## config.mk

```make
export PLATFORM = sky130hd
export DESIGN_NAME = gtc_timer
export DESIGN_NICKNAME = d
export VERILOG_FILES = /design/src/hw/gtc_pkg.sv /design/src/hw/gtc_timer.sv
export VERILOG_INCLUDE_DIRS = /design/src /design/src/hw
export SDC_FILE = /design/constraint.sdc
export NUM_CORES = 1
export LEC_CHECK = 0
export BUFFER_PORTS_ARGS = -buffer_cell sky130_fd_sc_hd__buf_2
export CORE_MARGIN = 1
export CORE_UTILIZATION = 31
export DETAILED_ROUTE_END_ITERATION = 10
export GPL_ROUTABILITY_DRIVEN = 0
export PLACE_DENSITY = 0.6
export REMOVE_ABC_BUFFERS = 1
export SLEW_MARGIN = 0
export SYNTH_ARGS = -nofsm -noshare
export SYNTH_HDL_FRONTEND = slang
export SYNTH_SLANG_ARGS = --single-unit
```

## constraint.sdc

```tcl
create_clock -name clk_sys_i -period 2.9 [get_ports clk_sys_i]
set_input_delay 0.29 -clock clk_sys_i [delete_from_list [all_inputs] [get_ports clk_sys_i]]
set_output_delay 0.29 -clock clk_sys_i [all_outputs]
set_load 0.1 [all_outputs]
```

## src/hw/gtc_params.svh

```systemverilog
// Purpose: Constants for the gated 16-bit timer/counter
// Assumes: Included by the timer design file
// Notes:   Offsets are AHB byte addresses
`ifndef GTC_PARAMS_SVH
`define GTC_PARAMS_SVH

// ----------------------------------------
// Register offsets
// ----------------------------------------
`define GTC_OFS_CNT_LO     8'h00
`define GTC_OFS_CNT_HI     8'h04
`define GTC_OFS_TCTRL      8'h08
`define GTC_OFS_GCTRL      8'h0C
`define GTC_OFS_STATUS     8'h10

// ----------------------------------------
// Field positions
// ----------------------------------------
`define GTC_TC_ON          0
`define GTC_TC_SYNC_DIS    2
`define GTC_TC_PS_LO       4
`define GTC_TC_PS_HI       5
`define GTC_TC_CS_LO       6
`define GTC_TC_CS_HI       7
`define GTC_GC_GSS         0
`define GTC_GC_GVAL        2
`define GTC_GC_TM          5
`define GTC_GC_POL         6
`define GTC_GC_GE          7
`define GTC_ST_OVF         0

// ----------------------------------------
// Reset values and counts
// ----------------------------------------
`define GTC_RST_BYTE       8'h00
`define GTC_RST_CNT        16'h0000
`define GTC_CNT_MAX        16'hFFFF
`define GTC_CNT_ONE        16'h0001
`define GTC_WRAP_FROM      8'hFF
`define GTC_WRAP_TO        8'h00
`define GTC_INSTR_LAST     2'h3
`define GTC_INSTR_ONE      2'h1
`define GTC_PRE_ONE        3'h1
`define GTC_PRE_ZERO       3'h0

`endif

```

## src/hw/gtc_pkg.sv

```systemverilog
// Purpose: Types for the gated 16-bit timer/counter
// Assumes: Nothing
// Notes:   Field encodings as seen by software
`default_nettype none

package gtc_pkg;

	// ----------------------------------------
	// Count clock source
	// ----------------------------------------
	typedef enum logic [1:0] {
		GTC_CS_INSTR = 2'h0,
		GTC_CS_SYS   = 2'h1,
		GTC_CS_PIN   = 2'h2,
		GTC_CS_LFOSC = 2'h3
	} gtc_clk_src_t;

	// ----------------------------------------
	// Prescale select
	// ----------------------------------------
	typedef enum logic [1:0] {
		GTC_PS_DIV1 = 2'h0,
		GTC_PS_DIV2 = 2'h1,
		GTC_PS_DIV4 = 2'h2,
		GTC_PS_DIV8 = 2'h3
	} gtc_prescale_t;

endpackage

`default_nettype wire

```

## src/hw/gtc_timer.sv

```systemverilog
// Purpose: Gated 16-bit up timer/counter with 2-bit prescaler, AHB-Lite slave
// Assumes: One clock; pins are asynchronous; companion count on clk_sys_i
// Notes:   Asynchronous count mode is emulated on the system clock
`include "gtc_params.svh"
`default_nettype none

module gtc_timer (
	input  wire logic        clk_sys_i,
	input  wire logic        rst_b_i,
	input  wire logic        hsel_i,
	input  wire logic [31:0] haddr_i,
	input  wire logic [1:0]  htrans_i,
	input  wire logic        hwrite_i,
	input  wire logic [2:0]  hsize_i,
	input  wire logic [31:0] hwdata_i,
	input  wire logic        hready_i,
	output logic      [31:0] hrdata_o,
	output logic             hreadyout_o,
	output logic             hresp_o,
	input  wire logic        external_count_clock_pin_i,
	input  wire logic        gate_pin_i,
	input  wire logic        low_freq_internal_osc_i,
	input  wire logic [7:0]  companion_count_i,
	input  wire logic        sleep_i,
	output logic             overflow_flag_o,
	output logic             wake_o
);

	// ----------------------------------------
	// Declarations
	// ----------------------------------------
	logic [7:0]  haddr_r;
	logic        wr_pend_r;
	logic [31:0] hrdata_r;
	logic        acc_ok;
	logic [15:0] count_r;
	logic [15:0] count_nxt;
	logic        on_r;
	logic        sync_dis_r;
	logic        ge_r;
	logic        pol_r;
	logic        tm_r;
	logic        gss_r;
	logic        ovf_r;
	logic        wake_r;
	gtc_pkg::gtc_clk_src_t  cs_r;
	gtc_pkg::gtc_prescale_t ps_r;
	logic [2:0]  pin_s_r;
	logic [2:0]  gpin_s_r;
	logic [2:0]  lfo_s_r;
	logic        pin_lvl_r;
	logic        pin_dly_r;
	logic        gpin_lvl_r;
	logic        lfo_lvl_r;
	logic        lfo_dly_r;
	logic        pin_prev_r;
	logic        pin_use;
	logic        arm_r;
	logic [7:0]  comp_prev_r;
	logic        wrap_pulse;
	logic        gsrc;
	logic        gsrc_prev_r;
	logic        tff_r;
	logic        gate_lvl;
	logic        gate_ok;
	logic [1:0]  instr_div_r;
	logic [2:0]  pre_r;
	logic        src_tick;
	logic        pre_tick;
	logic        run_ok;
	logic        count_en;
	logic        inc;
	logic        wr_lo;
	logic        wr_hi;
	logic        wr_cnt;
	logic        wr_tc;
	logic        wr_gc;
	logic        wr_st;

	// Mask of prescale bits that must all be set for one output tick
	function automatic logic [2:0] pre_mask(input gtc_pkg::gtc_prescale_t ps);
		case (ps)
			gtc_pkg::GTC_PS_DIV1: pre_mask = 3'h0;
			gtc_pkg::GTC_PS_DIV2: pre_mask = 3'h1;
			gtc_pkg::GTC_PS_DIV4: pre_mask = 3'h3;
			gtc_pkg::GTC_PS_DIV8: pre_mask = 3'h7;
			default:              pre_mask = 3'h0;
		endcase
	endfunction

	// Agreed level of a three-stage synchroniser
	function automatic logic sync_lvl(input logic [2:0] s, input logic old);
		sync_lvl = (s[1] == s[2]) ? s[2] : old;
	endfunction

	// ----------------------------------------
	// AHB-Lite slave
	// ----------------------------------------
	assign acc_ok      = hsel_i & htrans_i[1] & hready_i;
	assign hreadyout_o = 1'b1;
	assign hresp_o     = 1'b0;
	assign hrdata_o    = hrdata_r;

	always_ff @(posedge clk_sys_i) begin
		if (!rst_b_i) begin
			haddr_r   <= 8'h00;
			wr_pend_r <= 1'b0;
		end else begin
			wr_pend_r <= acc_ok & hwrite_i;
			if (acc_ok) begin
				haddr_r <= haddr_i[7:0];
			end
		end
	end

	assign wr_lo  = wr_pend_r && (haddr_r == `GTC_OFS_CNT_LO);
	assign wr_hi  = wr_pend_r && (haddr_r == `GTC_OFS_CNT_HI);
	assign wr_tc  = wr_pend_r && (haddr_r == `GTC_OFS_TCTRL);
	assign wr_gc  = wr_pend_r && (haddr_r == `GTC_OFS_GCTRL);
	assign wr_st  = wr_pend_r && (haddr_r == `GTC_OFS_STATUS);
	assign wr_cnt = wr_lo | wr_hi;

	// Read data captured in the address phase; unmapped reads give zero
	always_ff @(posedge clk_sys_i) begin
		if (!rst_b_i) begin
			hrdata_r <= 32'h0000_0000;
		end else if (acc_ok && !hwrite_i) begin
			hrdata_r <= 32'h0000_0000;
			case (haddr_i[7:0])
				`GTC_OFS_CNT_LO: hrdata_r[7:0] <= count_r[7:0];
				`GTC_OFS_CNT_HI: hrdata_r[7:0] <= count_r[15:8];
				`GTC_OFS_TCTRL: begin
					hrdata_r[`GTC_TC_CS_HI:`GTC_TC_CS_LO] <= cs_r;
					hrdata_r[`GTC_TC_PS_HI:`GTC_TC_PS_LO] <= ps_r;
					hrdata_r[`GTC_TC_SYNC_DIS]            <= sync_dis_r;
					hrdata_r[`GTC_TC_ON]                  <= on_r;
				end
				`GTC_OFS_GCTRL: begin
					hrdata_r[`GTC_GC_GE]   <= ge_r;
					hrdata_r[`GTC_GC_POL]  <= pol_r;
					hrdata_r[`GTC_GC_TM]   <= tm_r;
					hrdata_r[`GTC_GC_GVAL] <= gate_lvl;
					hrdata_r[`GTC_GC_GSS]  <= gss_r;
				end
				`GTC_OFS_STATUS: hrdata_r[`GTC_ST_OVF] <= ovf_r;
				default: hrdata_r <= 32'h0000_0000;
			endcase
		end
	end

	// ----------------------------------------
	// Control registers
	// ----------------------------------------
	always_ff @(posedge clk_sys_i) begin
		if (!rst_b_i) begin
			cs_r       <= gtc_pkg::GTC_CS_INSTR;
			ps_r       <= gtc_pkg::GTC_PS_DIV1;
			sync_dis_r <= 1'b0;
			on_r       <= 1'b0;
		end else if (wr_tc) begin
			cs_r       <= gtc_pkg::gtc_clk_src_t'(hwdata_i[`GTC_TC_CS_HI:`GTC_TC_CS_LO]);
			ps_r       <= gtc_pkg::gtc_prescale_t'(hwdata_i[`GTC_TC_PS_HI:`GTC_TC_PS_LO]);
			sync_dis_r <= hwdata_i[`GTC_TC_SYNC_DIS];
			on_r       <= hwdata_i[`GTC_TC_ON];
		end
	end

	always_ff @(posedge clk_sys_i) begin
		if (!rst_b_i) begin
			ge_r  <= 1'b0;
			pol_r <= 1'b0;
			tm_r  <= 1'b0;
			gss_r <= 1'b0;
		end else if (wr_gc) begin
			ge_r  <= hwdata_i[`GTC_GC_GE];
			pol_r <= hwdata_i[`GTC_GC_POL];
			tm_r  <= hwdata_i[`GTC_GC_TM];
			gss_r <= hwdata_i[`GTC_GC_GSS];
		end
	end

	// ----------------------------------------
	// Pin synchronisers
	// ----------------------------------------
	always_ff @(posedge clk_sys_i) begin
		if (!rst_b_i) begin
			pin_s_r    <= 3'h0;
			gpin_s_r   <= 3'h0;
			lfo_s_r    <= 3'h0;
			pin_lvl_r  <= 1'b0;
			pin_dly_r  <= 1'b0;
			gpin_lvl_r <= 1'b0;
			lfo_lvl_r  <= 1'b0;
			lfo_dly_r  <= 1'b0;
			pin_prev_r <= 1'b0;
		end else begin
			pin_s_r    <= {pin_s_r[1:0], external_count_clock_pin_i};
			gpin_s_r   <= {gpin_s_r[1:0], gate_pin_i};
			lfo_s_r    <= {lfo_s_r[1:0], low_freq_internal_osc_i};
			pin_lvl_r  <= sync_lvl(pin_s_r, pin_lvl_r);
			gpin_lvl_r <= sync_lvl(gpin_s_r, gpin_lvl_r);
			lfo_lvl_r  <= sync_lvl(lfo_s_r, lfo_lvl_r);
			pin_dly_r  <= pin_lvl_r;
			lfo_dly_r  <= lfo_lvl_r;
			pin_prev_r <= pin_use;
		end
	end

	// Synchronous mode adds one phase-aligning stage; async skips it
	assign pin_use = sync_dis_r ? pin_lvl_r : pin_dly_r;

	// Falling edge must be seen before the first counting rising edge
	always_ff @(posedge clk_sys_i) begin
		if (!rst_b_i) begin
			arm_r <= 1'b0;
		end else if (!on_r || wr_cnt) begin
			arm_r <= 1'b0;
		end else if (pin_prev_r && !pin_use) begin
			arm_r <= 1'b1;
		end
	end

	// ----------------------------------------
	// Gate path
	// ----------------------------------------
	always_ff @(posedge clk_sys_i) begin
		if (!rst_b_i) begin
			comp_prev_r <= `GTC_RST_BYTE;
			gsrc_prev_r <= 1'b0;
		end else begin
			comp_prev_r <= companion_count_i;
			gsrc_prev_r <= gsrc;
		end
	end

	assign wrap_pulse = (comp_prev_r == `GTC_WRAP_FROM)
		&& (companion_count_i == `GTC_WRAP_TO);
	assign gsrc = gss_r ? wrap_pulse : gpin_lvl_r;

	always_ff @(posedge clk_sys_i) begin
		if (!rst_b_i) begin
			tff_r <= 1'b0;
		end else if (!tm_r || !on_r) begin
			tff_r <= 1'b0;
		end else if (gsrc && !gsrc_prev_r) begin
			tff_r <= ~tff_r;
		end
	end

	assign gate_lvl = tm_r ? tff_r : gsrc;
	assign gate_ok  = (gate_lvl == pol_r);

	// ----------------------------------------
	// Count clock and prescaler
	// ----------------------------------------
	always_ff @(posedge clk_sys_i) begin
		if (!rst_b_i) begin
			instr_div_r <= 2'h0;
		end else begin
			instr_div_r <= instr_div_r + `GTC_INSTR_ONE;
		end
	end

	always_comb begin
		case (cs_r)
			gtc_pkg::GTC_CS_INSTR: src_tick = (instr_div_r == `GTC_INSTR_LAST);
			gtc_pkg::GTC_CS_SYS:   src_tick = 1'b1;
			gtc_pkg::GTC_CS_PIN:   src_tick = arm_r && pin_use && !pin_prev_r;
			gtc_pkg::GTC_CS_LFOSC: src_tick = lfo_lvl_r && !lfo_dly_r;
			default:               src_tick = 1'b0;
		endcase
	end

	// Sleep freezes all but the asynchronous pin counter
	assign run_ok   = !sleep_i || (sync_dis_r && (cs_r == gtc_pkg::GTC_CS_PIN));
	assign count_en = on_r && (!ge_r || gate_ok) && run_ok;
	assign pre_tick = src_tick && ((pre_r & pre_mask(ps_r)) == pre_mask(ps_r));
	assign inc      = count_en && pre_tick;

	always_ff @(posedge clk_sys_i) begin
		if (!rst_b_i) begin
			pre_r <= `GTC_PRE_ZERO;
		end else if (wr_cnt) begin
			pre_r <= `GTC_PRE_ZERO;
		end else if (count_en && src_tick) begin
			pre_r <= pre_tick ? `GTC_PRE_ZERO : pre_r + `GTC_PRE_ONE;
		end
	end

	// ----------------------------------------
	// Counter and overflow
	// ----------------------------------------
	always_comb begin
		count_nxt = inc ? count_r + `GTC_CNT_ONE : count_r;
		if (wr_lo) begin
			count_nxt[7:0] = hwdata_i[7:0];
		end
		if (wr_hi) begin
			count_nxt[15:8] = hwdata_i[7:0];
		end
	end

	always_ff @(posedge clk_sys_i) begin
		if (!rst_b_i) begin
			count_r <= `GTC_RST_CNT;
		end else begin
			count_r <= count_nxt;
		end
	end

	always_ff @(posedge clk_sys_i) begin
		if (!rst_b_i) begin
			ovf_r <= 1'b0;
		end else if (inc && (count_r == `GTC_CNT_MAX)) begin
			ovf_r <= 1'b1;
		end else if (wr_st && hwdata_i[`GTC_ST_OVF]) begin
			ovf_r <= 1'b0;
		end
	end

	always_ff @(posedge clk_sys_i) begin
		if (!rst_b_i) begin
			wake_r <= 1'b0;
		end else begin
			wake_r <= ovf_r && sleep_i;
		end
	end

	assign overflow_flag_o = ovf_r;
	assign wake_o          = wake_r;

	// ----------------------------------------
	// Assertions
	// ----------------------------------------
	a_off_holds: assert property (@(posedge clk_sys_i) disable iff (!rst_b_i)
		(!on_r && !wr_cnt) |=> $stable(count_r))
		else $error("count moved while off");
	a_low_write: assert property (@(posedge clk_sys_i) disable iff (!rst_b_i)
		wr_lo |=> (count_r[7:0] == $past(hwdata_i[7:0])))
		else $error("low byte write lost");
	a_sys_rate: assert property (@(posedge clk_sys_i) disable iff (!rst_b_i)
		(on_r && !ge_r && !sleep_i && !wr_cnt && cs_r == gtc_pkg::GTC_CS_SYS
		&& ps_r == gtc_pkg::GTC_PS_DIV1) |=> (count_r == $past(count_r) + `GTC_CNT_ONE))
		else $error("system clock count missed");
	a_gate_hold: assert property (@(posedge clk_sys_i) disable iff (!rst_b_i)
		(on_r && ge_r && (gate_lvl != pol_r) && !wr_cnt) |=> $stable(count_r))
		else $error("count moved with gate closed");
	a_ovf_set: assert property (@(posedge clk_sys_i) disable iff (!rst_b_i)
		(inc && count_r == `GTC_CNT_MAX && !wr_cnt) |=> (ovf_r && count_r == `GTC_RST_CNT))
		else $error("rollover did not flag");
	a_ovf_sticky: assert property (@(posedge clk_sys_i) disable iff (!rst_b_i)
		(ovf_r && !wr_st) |=> ovf_r)
		else $error("overflow flag dropped");
	a_tff_clear: assert property (@(posedge clk_sys_i) disable iff (!rst_b_i)
		!tm_r |=> !tff_r)
		else $error("toggle flop not held clear");
	a_pre_clear: assert property (@(posedge clk_sys_i) disable iff (!rst_b_i)
		wr_cnt |=> (pre_r == `GTC_PRE_ZERO))
		else $error("prescaler not cleared");
	a_pin_armed: assert property (@(posedge clk_sys_i) disable iff (!rst_b_i)
		(!on_r || wr_cnt) |=> !arm_r)
		else $error("pin count before falling edge");
	a_div2_rate: assert property (@(posedge clk_sys_i) disable iff (!rst_b_i)
		(inc && ps_r == gtc_pkg::GTC_PS_DIV2 && cs_r == gtc_pkg::GTC_CS_SYS) |=> !inc)
		else $error("divide by two ran too fast");
	a_wrap_gate: assert property (@(posedge clk_sys_i) disable iff (!rst_b_i)
		(gss_r && !tm_r && $past(companion_count_i) == `GTC_WRAP_FROM
		&& companion_count_i == `GTC_WRAP_TO) |-> gate_lvl)
		else $error("wrap pulse missing on gate");

endmodule

`default_nettype wire

```

Word level (Yosys, flattened, before mapping) --
Cells that the tools add are included. W data, S select, Z words.
Storage, ports and cells: register bits 76, output and inout bits 36, input bits 86
Operators by class: eq/ne operators 22, muxes and demuxes 17, bitwise operators 7, $add $sub $neg 3, reduce and logical (&&, ||, !) cells 45
Operator list (number):
- $eq A8 B4 Y1 const B | 4
- $logic_not A8 Y1 | 3
- $pmux W3 S4 | 2
- $logic_and A1 B1 Y1 | 21
- $add A16 B1 Y16 const B | 1
- $eq A16 B16 Y1 const B | 1
- $eq A8 B3 Y1 const B | 2
- $eq A8 B5 Y1 const B | 2
- $mux W16 | 1
- $mux W8 | 2
- $eq A2 B2 Y1 const B | 5
- $logic_not A1 Y1 | 9
- $eq A8 B8 Y1 const B | 1
- $pmux W1 S4 | 2
- $reduce_bool A2 Y1 | 3
- $reduce_or A2 Y1 | 3
- $mux W1 | 5
- $pmux W1 S5 | 1
- $eq A1 B1 Y1 | 4
- $eq A2 B1 Y1 const B | 2
- $logic_not A2 Y1 | 2
- $logic_or A1 B1 Y1 | 4
- $pmux W1 S2 | 2
- $add A3 B1 Y3 const B | 1
- 8 further kinds | 11

Longest topological paths before layout --
word-level depth 11, mapped depth 9, mapped depth without buffers 7

Worst setup path before layout --
No wires, ideal clock.
path type input-to-reg, start input companion_count_i[1], end register count_r[15], data arrival time 2394 ps, slack 432 ps, setup time 74 ps, stages 7, cells stage by stage or4_4 -> nor4_4 -> a21boi_2 -> or4b_1 -> buf_2 -> or4_1 -> a31oi_1
Between the ends: longest elaborated chain between the ends 10
Ends and longest elaborated chain:
- start, declared | RTL line gtc_timer.sv:23 | input wire logic [7:0] companion_count_i,
- $logic_not A8 Y1 (no source line)
- $logic_and A1 B1 Y1 | RTL line gtc_timer.sv:236 | assign wrap_pulse = (comp_prev_r == `GTC_WRAP_FROM)
- $mux W1 | RTL line gtc_timer.sv:238 | assign gsrc = gss_r ? wrap_pulse : gpin_lvl_r;
- $mux W1 | RTL line gtc_timer.sv:250 | assign gate_lvl = tm_r ? tff_r : gsrc;
- $eq A1 B1 Y1 | RTL line gtc_timer.sv:251 | assign gate_ok = (gate_lvl == pol_r);
- $logic_or A1 B1 Y1 | RTL line gtc_timer.sv:276 | assign count_en = on_r && (!ge_r || gate_ok) && run_ok;
- $logic_and A1 B1 Y1 (2 in series) | RTL line gtc_timer.sv:276
- $logic_and A1 B1 Y1 | RTL line gtc_timer.sv:278 | assign inc = count_en && pre_tick;
- $reduce_bool A2 Y1 (no source line)
- end signal, assigned | RTL line gtc_timer.sv:305 | count_r <= `GTC_RST_CNT;
- end signal, assigned | RTL line gtc_timer.sv:307 | count_r <= count_nxt;
- end, declared | RTL line gtc_timer.sv:36 | logic [15:0] count_r;
Every way passes these cells. A chain may end at the register's enable or synchronous reset.

Worst setup path in the final report --
start register sync_dis_r, end register count_r[15]
Between the ends: longest elaborated chain between the ends 7, elaborated cells between the ends (all ways) 10
Ends and longest elaborated chain:
- start, declared | RTL line gtc_timer.sv:39 | logic sync_dis_r;
- start signal, assigned | RTL line gtc_timer.sv:163 | sync_dis_r <= hwdata_i[`GTC_TC_SYNC_DIS];
- $mux W1 | RTL line gtc_timer.sv:210 | assign pin_use = sync_dis_r ? pin_lvl_r : pin_dly_r;
- $logic_and A1 B1 Y1 (2 in series) | RTL line gtc_timer.sv:268 | gtc_pkg::GTC_CS_PIN: src_tick = arm_r && pin_use && !pin_prev_r;
- $pmux W1 S4 | RTL line gtc_timer.sv:265 | case (cs_r)
- $logic_and A1 B1 Y1 | RTL line gtc_timer.sv:277 | assign pre_tick = src_tick && ((pre_r & pre_mask(ps_r)) == pre_mask(ps_r));
- $logic_and A1 B1 Y1 (*) | RTL line gtc_timer.sv:278
- $reduce_bool A2 Y1 (no source line) (*)
Every way passes the cells marked *; elsewhere a longest branch is shown, timed or not.

==> impl_results.md <==
- CTS tree: built
- WP data arrival: 2.79 ns
- Yosys top cell by area: dfxtp_1
- TritonCTS buffer count: 9
- Die H: 110.3 um
- Fmax: 0.3954 GHz
- Antenna violations before repair: 0
- Post-synth EDFFs: 0
- Finished Layout Cells: 611
- Critical Path RT: 3.16 ns
- Share of cells above drive strength 1: 17.09%
- Worst skew pair latency: 0.34 ns
- Top cell type's share of synthesized area: 41.82%
- Initial core utilization: 31.87%
- Final setup violation count: 0
- DIE WIDTH: 110.3 um
- Antenna Cells: 0
- Remaining global-route overflow: 0
- Cells after Synth: 421
- Largest net degree at the start of global routing: 22
- Critical path launch point type: register
- Crit end category: register
- Worst Max-Slew Pin Slew: 0.7000 ns
- Vias in the first global route: 2,685
- Commonest non-fill, non-tap cells in the layout: dfxtp_1, nand2_1, buf_2, nor2_1, a21oi_1
- Synth Register Bits: 76
- Root buffer cell: clkbuf_16
- Input/output buffers: 43
- Ports: 122
- Status: finished, final reports clean
- Initial DRC Count: 191
- Via count: 3,088
- Post-layout minimum cycle time: 2.529 ns
- Synth Area in Compound Gates: 12.45%
- PnR Total Power: 2.514 mW
- Max cap viols: 0
- Pre-antenna DRT Iters: 5
- Worst hold slack: 0.1590 ns
- Clock sink count: 76
- Final Worst Setup Slack: 0.3708 ns
- Simple-gate share of the synthesized area: 27.58%
- Routed Wire Length: 8529 um
- Pwr per Cell Area: 593.7 nW/um^2
- Top_reg_cell synth: dfxtp_1
- Clock Path Buffers: 2
- H-tree Lvls: 3
- RSZ-0062 raised after global routing: no
- Fin util: 37.08%
- DR WL/cell: 13.96 um
- Hold_buf cts: 0
- Synth async-reset ratio: 0%
- Core footprint: 11,420 um^2
- Tightest Hold Check Type: input pin to register
- Post CTS Setup Buffer Count: 0
- Pins over their slew limit: 0
- Clock slew at reported path FFs: 0.06 ns
- DP Area: 3925 um^2
- Final Instance Area: 4234 um^2
- PostCTS Resize Cnt: 0
- XOR/XNOR Fraction of Synth Area: 0.7221%
- Commonest non-fill, non-tap cell in the layout: dfxtp_1
- Netlist Area Pre-Place: 3638 um^2
- Main combinational cell family by area after synthesis: simple AND/OR/NAND/NOR gates
- HPWL Detailed: 6302 um
- Full die area: 12,170 um^2
- Synth top area cells: dfxtp_1, mux2i_1, buf_4
- Total negative slack: 0 ns
- Nets: 552
- Distinct cells, synth: 51
- Inst Count DP: 595
- Tcrit/Tclk final: 87.21%
- Worst Skew: 0.01217 ns
- Max Fanout on Critical Path: 18
- Post-synthesis sequential area ratio: 41.82%
- Global-route wire length before repair: 13,650 um
- Multiplexer share of the synthesized area: 7.978%
- Vias per inst: 5.054
- Post-Place Setup Slack: 0.1323 ns
- Hold Violations, Final: 0
- Leak: 1.650 nW
- Number of routed nets with antenna violations: 0
- Synth Area in Adders: 1.032%
- Gr usage total: 14.96%
- Crit path kind: register to register
- # DRC: 0
- Warnings from Yosys: 0
- Area Overhead vs Synth: 16.37%
- Relative slew margins: 52.94%
- Rows: 39
- Syn_area_per_cell: 8.642 um^2
- Worst ir drop on vdd: 0.2609 mV
-- registers in the layout (all words and copies together), names as in the netlist, 2 cells and up --
signal       count
cs_r             2
comp_prev_r      8
count_r         16
lfo_s_r          3
pin_s_r          3
pre_r            3
hrdata_o         8
gpin_s_r         3
ps_r             2
haddr_r          8
instr_div_r      2
-- final timing paths --
check | start | to | slack [ns] | depth (start not counted)
max | sync_dis_r$_SDFFE_PN0P_ | count_r[15]$_SDFFE_PN0P_ | 0.37 | 7
min | gate_pin_i | gpin_s_r[0]$_SDFF_PN0_ | 0.16 | 2
max reg2reg | sync_dis_r$_SDFFE_PN0P_ | count_r[15]$_SDFFE_PN0P_ | 0.37 | 7
min reg2reg | gpin_s_r[0]$_SDFF_PN0_ | gpin_s_r[1]$_SDFF_PN0_ | 0.43 | 1
-- cell type report --
class | instances | area (um^2)
multi-input cells | 316 | 1908
well taps | 143 | 178.9
fillers | 1158 | 7184
clock buffers | 10 | 239.0
flip-flops and latches | 76 | 1521
repair buffers | 53 | 290.3
clock inverters | 6 | 70.07
inverters | 7 | 26.28
-- report_power, final --
group / internal [mW] / switching [mW] / total (mW)
clock network: 0.697 / 0.451 / 1.15
registers: 1.07 / 0.0243 / 1.10
logic: 0.0526 / 0.217 / 0.270
-- per-layer routing --
layer  vias up  track usage [%]  part of all wire [%]
li1       1541                -                     -
met1      1428            18.80                    46
met2       103            24.09                    46
met3        16            3.939                   6.7
met4         0            6.391                   2.0
met5         -                0                     0
-- cell families after synthesis --
family          Yosys count
simple gates            182
compound gates           77
fa+ha+maj                 3
xor+xnor                  3
buf+inv                  53
mux                      25
flops                    76
other cells               2
-- critical path, cell delays in order (launching register included) --
cell,delay (ns)
dfxtp_1,0.38
mux2i_1,0.13
o311ai_0,0.33
nand4_1,0.22
or4b_1,0.51
buf_4,0.21
or4_1,0.50
a31oi_1,0.17
-- synth_stat cells (all sizes together) (2+ instances only) --
library cell  instances
xor2                  2
mux2i                20
a31oi                10
nor2b                 3
nand4b                2
buf                  30
nand2b                4
conb                  2
inv                   7
nand3b                7
nor2                 30
mux4                  3
a21oi                27
and3                  6
nand3                19
ha                    3
o2111ai               2
or3                  11
or4                   5
and2                 21
o211ai                3
clkbuf               16
nand2                43
o31ai                 3
mux2                  2
nor4                  6
or4b                  3
nor3b                 2
nor4b                 4
o21ai                23
nand4                 8
a211oi                2
nor3                  5
dfxtp                76
Note: power is estimated with default switching activity, not from simulation.
